<file path="src/inc/osc_wake_regs.svh">
// register offsets, field positions, reset values and timing counts
// assumes a 100 MHz system clock and a 32-bit apb register bus
`ifndef OSC_WAKE_REGS_SVH
`define OSC_WAKE_REGS_SVH

`define OFS_TRIM            12'h000
`define OFS_CTRL            12'h004
`define OFS_STATUS          12'h008
`define OFS_WAKE            12'h00C

`define TRIM_RESET          8'h00
`define TRIM_SRC_BIT        7
`define TRIM_MULT_BIT       6
`define TRIM_CODE_W         6
`define TRIM_CODE_MAX       6'h1F
`define TRIM_CODE_MIN       6'h20

`define CTRL_RESET          8'h00
`define CTRL_FSEL_LSB       0
`define CTRL_MSEL_BIT       3
`define CTRL_INTOSC_BIT     4
`define CTRL_FAIL_SAFE_CLOCK_MONITOR_BIT       5

`define FSEL_LOW_ONLY       3'h0
`define FSEL_MID_LAST       3'h2

`define PREP_TIME_NS        200
`define CLK_PERIOD_NS       10
`define PREP_CYCLES         ((`PREP_TIME_NS + `CLK_PERIOD_NS - 1) / `CLK_PERIOD_NS)
`define STARTUP_CYCLES      1024
`define TRIM_STEP_CYCLES    16

`endif

</file>
<file path="src/inc/osc_wake_pkg.sv">
// types shared by the oscillator and wake control files
// holds no constants; those live in the register header
package osc_wake_pkg;
   typedef enum logic [1:0] {
      OSC_LOW  = 2'b00,
      OSC_MED  = 2'b01,
      OSC_HIGH = 2'b10
   } osc_sel_t;

   typedef enum logic [2:0] {
      PM_RUN     = 3'b000,
      PM_ASLEEP  = 3'b001,
      PM_STARTUP = 3'b010,
      PM_PREPARE = 3'b011,
      PM_RESTART = 3'b100
   } pm_state_t;

   typedef enum logic [1:0] {
      WAKE_NONE  = 2'b00,
      WAKE_IRQ   = 2'b01,
      WAKE_RESET = 2'b10,
      WAKE_WDT   = 2'b11
   } wake_cause_t;
endpackage

</file>
<file path="src/rtl/osc_select.sv">
// internal oscillator choice and its stability flag
// inputs come from the same clock domain, already synchronised
`timescale 1ns/1ns
`default_nettype none
`include "osc_wake_regs.svh"
module osc_select (
   input  wire logic                  fsel_in,
   input  wire logic [2:0]            freq_select_in,
   input  wire logic                  src_select_in,
   input  wire logic                  med_select_in,
   input  wire logic                  low_stable_in,
   input  wire logic                  med_stable_in,
   input  wire logic                  high_stable_in,
   output osc_wake_pkg::osc_sel_t     sel_out,
   output logic                       stable_out
);
   import osc_wake_pkg::*;

   always_comb begin
      if (freq_select_in == `FSEL_LOW_ONLY && !src_select_in) begin
         sel_out = OSC_LOW;
      end else if (freq_select_in <= `FSEL_MID_LAST) begin
         sel_out = med_select_in ? OSC_MED : OSC_HIGH;
      end else begin
         sel_out = OSC_HIGH;
      end
   end

   always_comb begin
      case (sel_out)
         OSC_LOW:  stable_out = low_stable_in;
         OSC_MED:  stable_out = med_stable_in;
         OSC_HIGH: stable_out = high_stable_in;
         default:  stable_out = 1'b0;
      endcase
   end

   // fsel_in kept for symmetry with the wake path; unused here
   logic unused_fsel;
   assign unused_fsel = fsel_in;
endmodule // osc_select
`default_nettype wire

</file>
<file path="src/rtl/trim_slew.sv">
// walks the applied trim toward the requested code one step at a time
// the analog oscillator takes the applied code; no completion flag exists
`timescale 1ns/1ns
`default_nettype none
`include "osc_wake_regs.svh"
module trim_slew #(
   parameter int STEP_CYCLES = `TRIM_STEP_CYCLES
) (
   input  wire logic        clk_in,
   input  wire logic        rst_n_in,
   input  wire logic [5:0]  target_in,
   output logic      [5:0]  applied_out
);
   logic [15:0] tick_q;
   logic        step;
   logic signed [5:0] tgt_s;
   logic signed [5:0] cur_s;

   assign step  = (tick_q == 16'(STEP_CYCLES - 1));
   assign tgt_s = signed'(target_in);
   assign cur_s = signed'(applied_out);

   always_ff @(posedge clk_in or negedge rst_n_in) begin
      if (!rst_n_in) begin
         tick_q <= 16'h0000;
      end else if (step) begin
         tick_q <= 16'h0000;
      end else begin
         tick_q <= tick_q + 16'h0001;
      end
   end

   // signed compare keeps the walk monotonic through 000000
   always_ff @(posedge clk_in or negedge rst_n_in) begin
      if (!rst_n_in) begin
         applied_out <= 6'h00;
      end else if (step && cur_s < tgt_s) begin
         applied_out <= applied_out + 6'h01;
      end else if (step && cur_s > tgt_s) begin
         applied_out <= applied_out - 6'h01;
      end
   end
endmodule // trim_slew
`default_nettype wire

</file>
<file path="src/rtl/osc_wake_ctrl.sv">
// oscillator trim register, oscillator choice and sleep/idle wake sequencing
// Function
// - six-bit signed trim, resets to zero
// - trim write slews oscillator, no done flag
// - trim never touches low oscillator
// - 011111 max, 100000 min, 000000 calibrated
// - bit 7 picks low-frequency clock source
// - bit 6 enables the 4x multiplier
// - multiplier applies to every primary source
// - decode frequency, source, medium selects
// - stable only when chosen oscillator stable
// - wake only on interrupt, reset, watchdog
// - enabled interrupt flag starts the wake
// - next instruction first, vector if enabled
// - prepare delay then execution resumes
// - watchdog wakes when asleep, resets when running
// - four events clear the watchdog counter
// - reset wake restarts at address zero
// - skip startup timer when clock already fine
// - active-low master clear resets the device
// assumes apb master on MCLK_IN; master clear, stable and clock-loss pins are synchronised here
`timescale 1ns/1ns
`default_nettype none
`include "osc_wake_regs.svh"
module osc_wake_ctrl #(
   parameter int PREP_CYCLES    = `PREP_CYCLES,
   parameter int STARTUP_CYCLES = `STARTUP_CYCLES,
   parameter int TRIM_STEP      = `TRIM_STEP_CYCLES,
   parameter int IRQ_W          = 8
) (
   input  wire logic                 MCLK_IN,
   input  wire logic                 NRST_IN,
   input  wire logic                 PSEL_IN,
   input  wire logic                 PENABLE_IN,
   input  wire logic                 PWRITE_IN,
   input  wire logic [11:0]          PADDR_IN,
   input  wire logic [31:0]          PWDATA_IN,
   output logic      [31:0]          PRDATA_OUT,
   output logic                      PREADY_OUT,
   output logic                      PSLVERR_OUT,
   input  wire logic                 MASTER_CLEAR_N_IN,
   input  wire logic                 LOW_OSC_STABLE_IN,
   input  wire logic                 MED_OSC_STABLE_IN,
   input  wire logic                 HIGH_OSC_STABLE_IN,
   input  wire logic                 CLOCK_LOSS_IN,
   input  wire logic [IRQ_W-1:0]     IRQ_FLAGS_IN,
   input  wire logic [IRQ_W-1:0]     IRQ_ENABLES_IN,
   input  wire logic                 GLOBAL_IRQ_ENABLE_IN,
   input  wire logic                 SLEEP_INSTR_IN,
   input  wire logic                 IDLE_SEL_IN,
   input  wire logic                 WDT_CLEAR_INSTR_IN,
   input  wire logic                 WDT_TIMEOUT_IN,
   input  wire logic                 PRIMARY_IS_CRYSTAL_IN,
   output logic      [5:0]           HIGH_MED_TRIM_OUT,
   output logic                      LOW_FREQ_SOURCE_SELECT_OUT,
   output logic                      MULTIPLIER_ENABLE_OUT,
   output osc_wake_pkg::osc_sel_t    OSC_SEL_OUT,
   output logic                      OSC_STABLE_OUT,
   output logic                      CPU_RUN_OUT,
   output logic                      CORE_CLOCK_RUN_OUT,
   output logic                      PRIMARY_RUN_OUT,
   output logic                      VECTOR_IRQ_OUT,
   output logic                      RESTART_AT_ZERO_OUT,
   output logic                      DEVICE_RESET_OUT,
   output logic                      WDT_RESET_OUT,
   output logic                      WDT_CLEAR_OUT,
   output osc_wake_pkg::wake_cause_t WAKE_CAUSE_OUT
);
   import osc_wake_pkg::*;

   logic        master_clear_n_meta_q;
   logic        master_clear_n_n_q;
   logic [2:0]  stab_meta_q;
   logic [2:0]  stab_q;
   logic        loss_meta_q;
   logic        loss_q;
   logic [7:0]  trim_q;
   logic [7:0]  ctrl_q;
   pm_state_t   state_q;
   pm_state_t   state_d;
   wake_cause_t cause_q;
   logic [15:0] cnt_q;
   logic        rst_n;
   logic        wr_en;
   logic        rd_en;
   logic        addr_ok;
   logic        irq_wake;
   logic        wake_evt;
   logic        need_startup;
   logic        fsel_change_wr;
   logic        cnt_done;
   logic        sleeping;
   logic        pending_vector_q;
   logic        after_sleep_q;

   // master clear pin: two stages, then used as a synchronous reset
   always_ff @(posedge MCLK_IN or negedge NRST_IN) begin
      if (!NRST_IN) begin
         master_clear_n_meta_q <= 1'b0;
         master_clear_n_n_q    <= 1'b0;
         stab_meta_q <= 3'h0;
         stab_q      <= 3'h0;
         loss_meta_q <= 1'b0;
         loss_q      <= 1'b0;
      end else begin
         master_clear_n_meta_q <= MASTER_CLEAR_N_IN;
         master_clear_n_n_q    <= master_clear_n_meta_q;
         stab_meta_q <= {HIGH_OSC_STABLE_IN, MED_OSC_STABLE_IN, LOW_OSC_STABLE_IN};
         stab_q      <= stab_meta_q;
         loss_meta_q <= CLOCK_LOSS_IN;
         loss_q      <= loss_meta_q;
      end
   end
   assign rst_n            = master_clear_n_n_q;
   assign DEVICE_RESET_OUT = !master_clear_n_n_q;

   // apb slave: zero wait states, unmapped addresses error
   assign PREADY_OUT = 1'b1;
   assign addr_ok    = (PADDR_IN == `OFS_TRIM) || (PADDR_IN == `OFS_CTRL) ||
                       (PADDR_IN == `OFS_STATUS) || (PADDR_IN == `OFS_WAKE);
   assign wr_en      = PSEL_IN && PENABLE_IN && PWRITE_IN;
   assign rd_en      = PSEL_IN && PENABLE_IN && !PWRITE_IN;
   assign PSLVERR_OUT = PSEL_IN && PENABLE_IN && !addr_ok;

   always_ff @(posedge MCLK_IN or negedge NRST_IN) begin
      if (!NRST_IN) begin
         trim_q <= `TRIM_RESET;
      end else if (!rst_n) begin
         trim_q <= `TRIM_RESET;
      end else if (wr_en && PADDR_IN == `OFS_TRIM) begin
         trim_q <= PWDATA_IN[7:0];
      end
   end

   always_ff @(posedge MCLK_IN or negedge NRST_IN) begin
      if (!NRST_IN) begin
         ctrl_q <= `CTRL_RESET;
      end else if (!rst_n) begin
         ctrl_q <= `CTRL_RESET;
      end else if (wr_en && PADDR_IN == `OFS_CTRL) begin
         ctrl_q <= {2'b00, PWDATA_IN[5:0]};
      end
   end

   always_ff @(posedge MCLK_IN or negedge NRST_IN) begin
      if (!NRST_IN) begin
         PRDATA_OUT <= 32'h0000_0000;
      end else if (rd_en) begin
         case (PADDR_IN)
            `OFS_TRIM:   PRDATA_OUT <= {24'h000000, trim_q};
            `OFS_CTRL:   PRDATA_OUT <= {24'h000000, ctrl_q};
            `OFS_STATUS: PRDATA_OUT <= {26'h0, HIGH_MED_TRIM_OUT};
            `OFS_WAKE:   PRDATA_OUT <= {24'h0, OSC_STABLE_OUT, 1'b0, OSC_SEL_OUT,
                                        1'b0, cause_q, CPU_RUN_OUT};
            default:     PRDATA_OUT <= 32'h0000_0000;
         endcase
      end
   end

   // gradual shift of the high/medium oscillators only
   trim_slew #(
      .STEP_CYCLES (TRIM_STEP)
   ) u_slew (
      .clk_in      (MCLK_IN),
      .rst_n_in    (NRST_IN),
      .target_in   (trim_q[5:0]),
      .applied_out (HIGH_MED_TRIM_OUT)
   );

   assign LOW_FREQ_SOURCE_SELECT_OUT = trim_q[`TRIM_SRC_BIT];
   // multiplier is not gated by source type; 4-16 MHz input is software's duty
   assign MULTIPLIER_ENABLE_OUT      = trim_q[`TRIM_MULT_BIT];

   osc_select u_sel (
      .fsel_in        (1'b0),
      .freq_select_in (ctrl_q[2:0]),
      .src_select_in  (trim_q[`TRIM_SRC_BIT]),
      .med_select_in  (ctrl_q[`CTRL_MSEL_BIT]),
      .low_stable_in  (stab_q[0]),
      .med_stable_in  (stab_q[1]),
      .high_stable_in (stab_q[2]),
      .sel_out        (OSC_SEL_OUT),
      .stable_out     (OSC_STABLE_OUT)
   );

   // wake sources: only interrupt and watchdog here; reset wakes through the restart state
   assign irq_wake = |(IRQ_FLAGS_IN & IRQ_ENABLES_IN);
   assign sleeping = (state_q == PM_ASLEEP);
   assign wake_evt = sleeping && (irq_wake || WDT_TIMEOUT_IN);
   // crystal modes need the startup timer unless primary kept running
   assign need_startup = PRIMARY_IS_CRYSTAL_IN && !IDLE_SEL_IN;
   assign cnt_done     = (cnt_q == 16'h0000);

   always_comb begin
      state_d = state_q;
      case (state_q)
         PM_RUN:     if (SLEEP_INSTR_IN) state_d = PM_ASLEEP;
         PM_ASLEEP:  if (wake_evt) state_d = need_startup ? PM_STARTUP : PM_PREPARE;
         PM_STARTUP: if (cnt_done) state_d = PM_PREPARE;
         PM_PREPARE: if (cnt_done) state_d = PM_RUN;
         PM_RESTART: state_d = PM_RUN;
         default:    state_d = PM_RUN;
      endcase
   end

   always_ff @(posedge MCLK_IN or negedge NRST_IN) begin
      if (!NRST_IN) begin
         state_q <= PM_RESTART;
      end else if (!rst_n) begin
         state_q <= PM_RESTART;
      end else begin
         state_q <= state_d;
      end
   end

   // one counter serves the startup timer and the prepare delay
   always_ff @(posedge MCLK_IN or negedge NRST_IN) begin
      if (!NRST_IN) begin
         cnt_q <= 16'h0000;
      end else if (sleeping && wake_evt) begin
         cnt_q <= need_startup ? 16'(STARTUP_CYCLES - 1) : 16'(PREP_CYCLES - 1);
      end else if (state_q == PM_STARTUP && cnt_done) begin
         cnt_q <= 16'(PREP_CYCLES - 1);
      end else if (!cnt_done) begin
         cnt_q <= cnt_q - 16'h0001;
      end
   end

   always_ff @(posedge MCLK_IN or negedge NRST_IN) begin
      if (!NRST_IN) begin
         cause_q <= WAKE_RESET;
      end else if (!rst_n) begin
         cause_q <= WAKE_RESET;
      end else if (wake_evt) begin
         cause_q <= irq_wake ? WAKE_IRQ : WAKE_WDT;
      end
   end

   // vector decision latched at wake, raised after the post-sleep instruction
   always_ff @(posedge MCLK_IN or negedge NRST_IN) begin
      if (!NRST_IN) begin
         pending_vector_q <= 1'b0;
         after_sleep_q    <= 1'b0;
      end else if (!rst_n) begin
         pending_vector_q <= 1'b0;
         after_sleep_q    <= 1'b0;
      end else begin
         if (wake_evt) begin
            pending_vector_q <= irq_wake && GLOBAL_IRQ_ENABLE_IN;
         end else if (after_sleep_q) begin
            pending_vector_q <= 1'b0;
         end
         after_sleep_q <= (state_q == PM_PREPARE) && cnt_done;
      end
   end
   assign VECTOR_IRQ_OUT      = after_sleep_q && pending_vector_q;

   assign CPU_RUN_OUT         = (state_q == PM_RUN) && rst_n;
   assign CORE_CLOCK_RUN_OUT  = !sleeping || IDLE_SEL_IN;
   assign PRIMARY_RUN_OUT     = !sleeping || IDLE_SEL_IN;
   assign RESTART_AT_ZERO_OUT = (state_q == PM_RESTART);
   assign WDT_RESET_OUT       = WDT_TIMEOUT_IN && (state_q == PM_RUN) && rst_n;
   assign WAKE_CAUSE_OUT      = cause_q;

   assign fsel_change_wr = wr_en && PADDR_IN == `OFS_CTRL &&
                           PWDATA_IN[2:0] != ctrl_q[2:0] && ctrl_q[`CTRL_INTOSC_BIT];
   assign WDT_CLEAR_OUT  = SLEEP_INSTR_IN || WDT_CLEAR_INSTR_IN ||
                           (loss_q && ctrl_q[`CTRL_FAIL_SAFE_CLOCK_MONITOR_BIT]) || fsel_change_wr;
endmodule // osc_wake_ctrl
`default_nettype wire

</file>
<file path="config.mk">
export PLATFORM = sky130hd
export DESIGN_NAME = osc_wake_ctrl
export DESIGN_NICKNAME = d
export VERILOG_FILES = /design/src/inc/osc_wake_pkg.sv /design/src/rtl/osc_select.sv /design/src/rtl/trim_slew.sv /design/src/rtl/osc_wake_ctrl.sv
export VERILOG_INCLUDE_DIRS = /design/src /design/src/inc
export SDC_FILE = /design/constraint.sdc
export NUM_CORES = 1
export LEC_CHECK = 0
export ABC_AREA = 1
export BUFFER_PORTS_ARGS = -buffer_cell sky130_fd_sc_hd__buf_2
export CAP_MARGIN = 20
export CORE_UTILIZATION = 48
export DETAILED_ROUTE_END_ITERATION = 16
export PLACE_DENSITY = 0.87
export SLEW_MARGIN = 40
export SYNTH_ARGS = -nofsm -noshare
export SYNTH_HDL_FRONTEND = slang
export SYNTH_SLANG_ARGS = --single-unit
</file>
<file path="constraint.sdc">
create_clock -name MCLK_IN -period 2.2 [get_ports MCLK_IN]
set_input_delay 0.11 -clock MCLK_IN [delete_from_list [all_inputs] [get_ports MCLK_IN]]
set_output_delay 0.11 -clock MCLK_IN [all_outputs]
set_load 0.005 [all_outputs]
</file>
==> flow_summary.json <==
{
  "slowest_stage": "dfrtp_1",
  "diodes": 0,
  "vias": 4355,
  "critPathCaptureType": "flip-flop",
  "ir_drop_mv": 0.492,
  "cts_max_path_buffers": 2,
  "final_cells": 854,
  "avgSynthCellArea_um2": 7.74,
  "dp_hpwl_um": 8690,
  "path_clk_slew_ps": 80,
  "viasPerCell": 5.10,
  "gp_congestion": 0.925,
  "synthCells": 593,
  "final_cell_area_um2": 5730,
  "cp.buffers_inverters": 1,
  "period_minus_slack_ps": 2490,
  "final-setup-viol-count": 3,
  "worst_slack_ps": -288,
  "drc": 0,
  "wl_met3_um": 823,
  "synth_cell_types": 39,
  "htree_levels": 3,
  "clk_latency_ps": 360,
  "nFillCells": 734,
  "antenna_found_initial": 0,
  "worstPathCellList": "ha_4 > nand2_2 > nor2_4 > nand2_2 > nand4_1 > nand3_4 > ha_4 > a21o_1 > buf_4 > a31oi_4 > xor2_1 > o21ai_2",
  "status": "finished with violations",
  "whs_ps": 3.31,
  "hold_viol_final": 0,
  "syn_area_um2": 4590,
  "worstPathArrival_ps": 2730,
  "drt_iter0_markers": 239,
  "cp_max_fo": 6,
  "clock.fmax_ghz": 0.402,
  "ys.warnings.count": 0,
  "wl_met2_um": 6170,
  "antenna_left": 0,
  "die_area_um2": 9950,
  "powerDensity_nw_per_um2": 889,
  "grt_pass1_vias": 4368,
  "placed_area_um2": 5290,
  "max_stage_delay_ps": 430,
  "grt_first_pass_wirelength_um": 20100,
  "die_h_um": 99.8,
  "p_leak_uw": 0.00305,
  "start_util_pct": 49.6,
  "synth_enable_flop_cells": 0,
  "cap_violations": 0,
  "drtPass1Iterations": 5,
  "place_inst": 821,
  "cts_sinks": 77,
  "cts_inserted_buffers": 9,
  "failed_checks": "setup timing",
  "die_w_um": 99.8,
  "cts_tree": "done",
  "syn_to_final_growth_pct": 24.8,
  "cts-root-buf": "clkbuf_8",
  "final.setup_skew_ps": 7.21,
  "cp_top_family": "simple AND/OR/NAND/NOR gates",
  "grt_remaining_overflow": 0,
  "rows": 35,
  "rsz0062_at_grt": "yes",
  "synthArstFlopShare_pct": 100,
  "ys_seq_elements": 77,
  "m1WireLength_um": 4820,
  "start_kind": "flip-flop",
  "post-route-period-util_pct": 113,
  "critPathRequiredTime_ps": 2440,
  "p_total_uw": 5090,
  "postRouteWirelength_um": 12100,
  "dominantRegCellSynth": "dfrtp_1",
  "nNetsFinal": 809,
  "path_class": "reg -> reg",
  "setup_tns_ps": -732,
  "drive_above_1_share_pct": 29.5,
  "io_pins": 131,
  "wl_per_cell_um": 14.2,
  "maxSlewViolCount": 0,
  "port_buffers": 81,
  "hold_path_class": "in -> reg",
  "coreArea_um2": 9240,
  "yosysSeqAreaShare_pct": 42.1,
  "top_layer_used": "met4",
  "track_usage_pct": 25.6,
  "grt_start_max_net_pins": 35
}
-- cells in the mapped netlist (12+ instances only) --
master / instances / area [µm²]
buf_4: 27 / 203
nor3_1: 12 / 60.1
xor2_1: 12 / 105
dfrtp_1: 75 / 1880
nand4_1: 12 / 75.1
o21ai_0: 14 / 70.1
nand3_1: 46 / 230
nand2_1: 159 / 597
ha_1: 12 / 150
nor2_1: 58 / 218
o21ai_1: 12 / 60.1
inv_1: 70 / 263
-- layer usage --
| layer | up-vias | GRT usage [%] |
|---|---|---|
| met3 | 29 | 5.27 |
| met5 | - | 0 |
| met2 | 191 | 45.0 |
| met1 | 2050 | 30.7 |
| li1 | 2085 | - |
| met4 | 0 | 10.3 |
-- flip-flops by register name, summed over array words and instances (netlist names) --
name,cells
master_clear_n_meta_q,1
WAKE_CAUSE_OUT,2
master_clear_n_n_q,1
after_sleep_q,1
trim_q,8
u_slew.applied_out,6
u_slew.tick_q,16
ctrl_q,6
cnt_q,16
state_q,3
PRDATA_OUT,8
loss_q,1
loss_meta_q,1
pending_vector_q,1
stab_q,3
stab_meta_q,3
-- where the power goes --
| part | total, µW | switching [µW] | internal [µW] |
|---|---|---|---|
| registers | 1850 | 209 | 1640 |
| logic | 2190 | 1210 | 984 |
| clock network | 1050 | 525 | 524 |
| total | 5090 | 1940 | 3150 |
-- logic make-up (layout without fill, tap and decap cells) --
logic type               after synthesis  in the layout  share of synthesized area (%)
flip-flops                            77             77                           42.1
adder cells (fa/ha/maj)               13             13                           3.71
AO/OA/AOI/OAI                         52             52                           6.66
buffers and inverters                111            220                           11.9
XOR/XNOR                              19             19                           3.63
other                                  2             25                          0.164
AND/OR/NAND/NOR                      319            319                           31.9
-- per-stage QoR --
step | setup slack [ps] | utilization, %
detailed placement | -171 | 57.2
global placement | -71.5 | 57.2
global route | -372 | 62.0
CTS | -137 | 60.8
finish | -288 | 62.0
floorplan | -16.1 | -
-- layout make-up --
type	instances	area, µm²	area share (%)
clock buffers	12	135	2.36
clock inverters	4	48.8	0.852
inverters	76	285	4.98
multi-input cells	428	2380	41.6
flip-flops and latches	77	1930	33.8
well taps	129	161	2.82
repair buffers	128	782	13.7
-- cell usage in the layout, fill, tap and decap left out, drive strengths merged, types with 2 or more instances in the layout --
cell type / synthesis / routed
buf: 34 / 121
dfstp: 2 / 2
nand4: 13 / 13
clkbuf: 1 / 12
o21ai: 34 / 34
dfrtp: 75 / 75
clkinv: 0 / 3
dlygate4sd3: 0 / 7
nor2: 67 / 67
nor3: 17 / 17
xor2: 12 / 12
ha: 12 / 12
nand3: 51 / 51
o211ai: 2 / 2
or2: 4 / 4
a21oi: 11 / 11
xnor2: 7 / 7
nand2: 163 / 163
inv: 76 / 76
a31oi: 2 / 2
nor4: 2 / 2
conb: 2 / 25
-- worst min-delay path, stage by stage --
cell and delay [ps]:
buf_2 100, nand3_1 70, o21ai_1 50
-- worst paths after layout --
path	startpoint	to	slack (ps)	cells after the start
setup / recovery	u_slew.applied_out[2]	u_slew.applied_out[3]	-290	12
hold / removal	GLOBAL_IRQ_ENABLE_IN	pending_vector_q	3	3
setup reg to reg	u_slew.applied_out[2]	u_slew.applied_out[3]	-290	12
hold reg to reg	stab_meta_q[2]	stab_q[2]	350	0
max in group asynchronous	NRST_IN	WAKE_CAUSE_OUT[1]	1230	3
min in group asynchronous	NRST_IN	u_slew.tick_q[11]	250	2
-- what timing repair did --
action                                 in CTS  in global routing
endpoints found under the hold margin      38                  0
setup buffers                               5                  6
hold buffers                                7                  0
resized for setup                           6                 24
cloned                                      0                  0
setup endpoints to repair                   4                  4
pin swaps                                  12                 16
(Power assumes the default switching activity.)
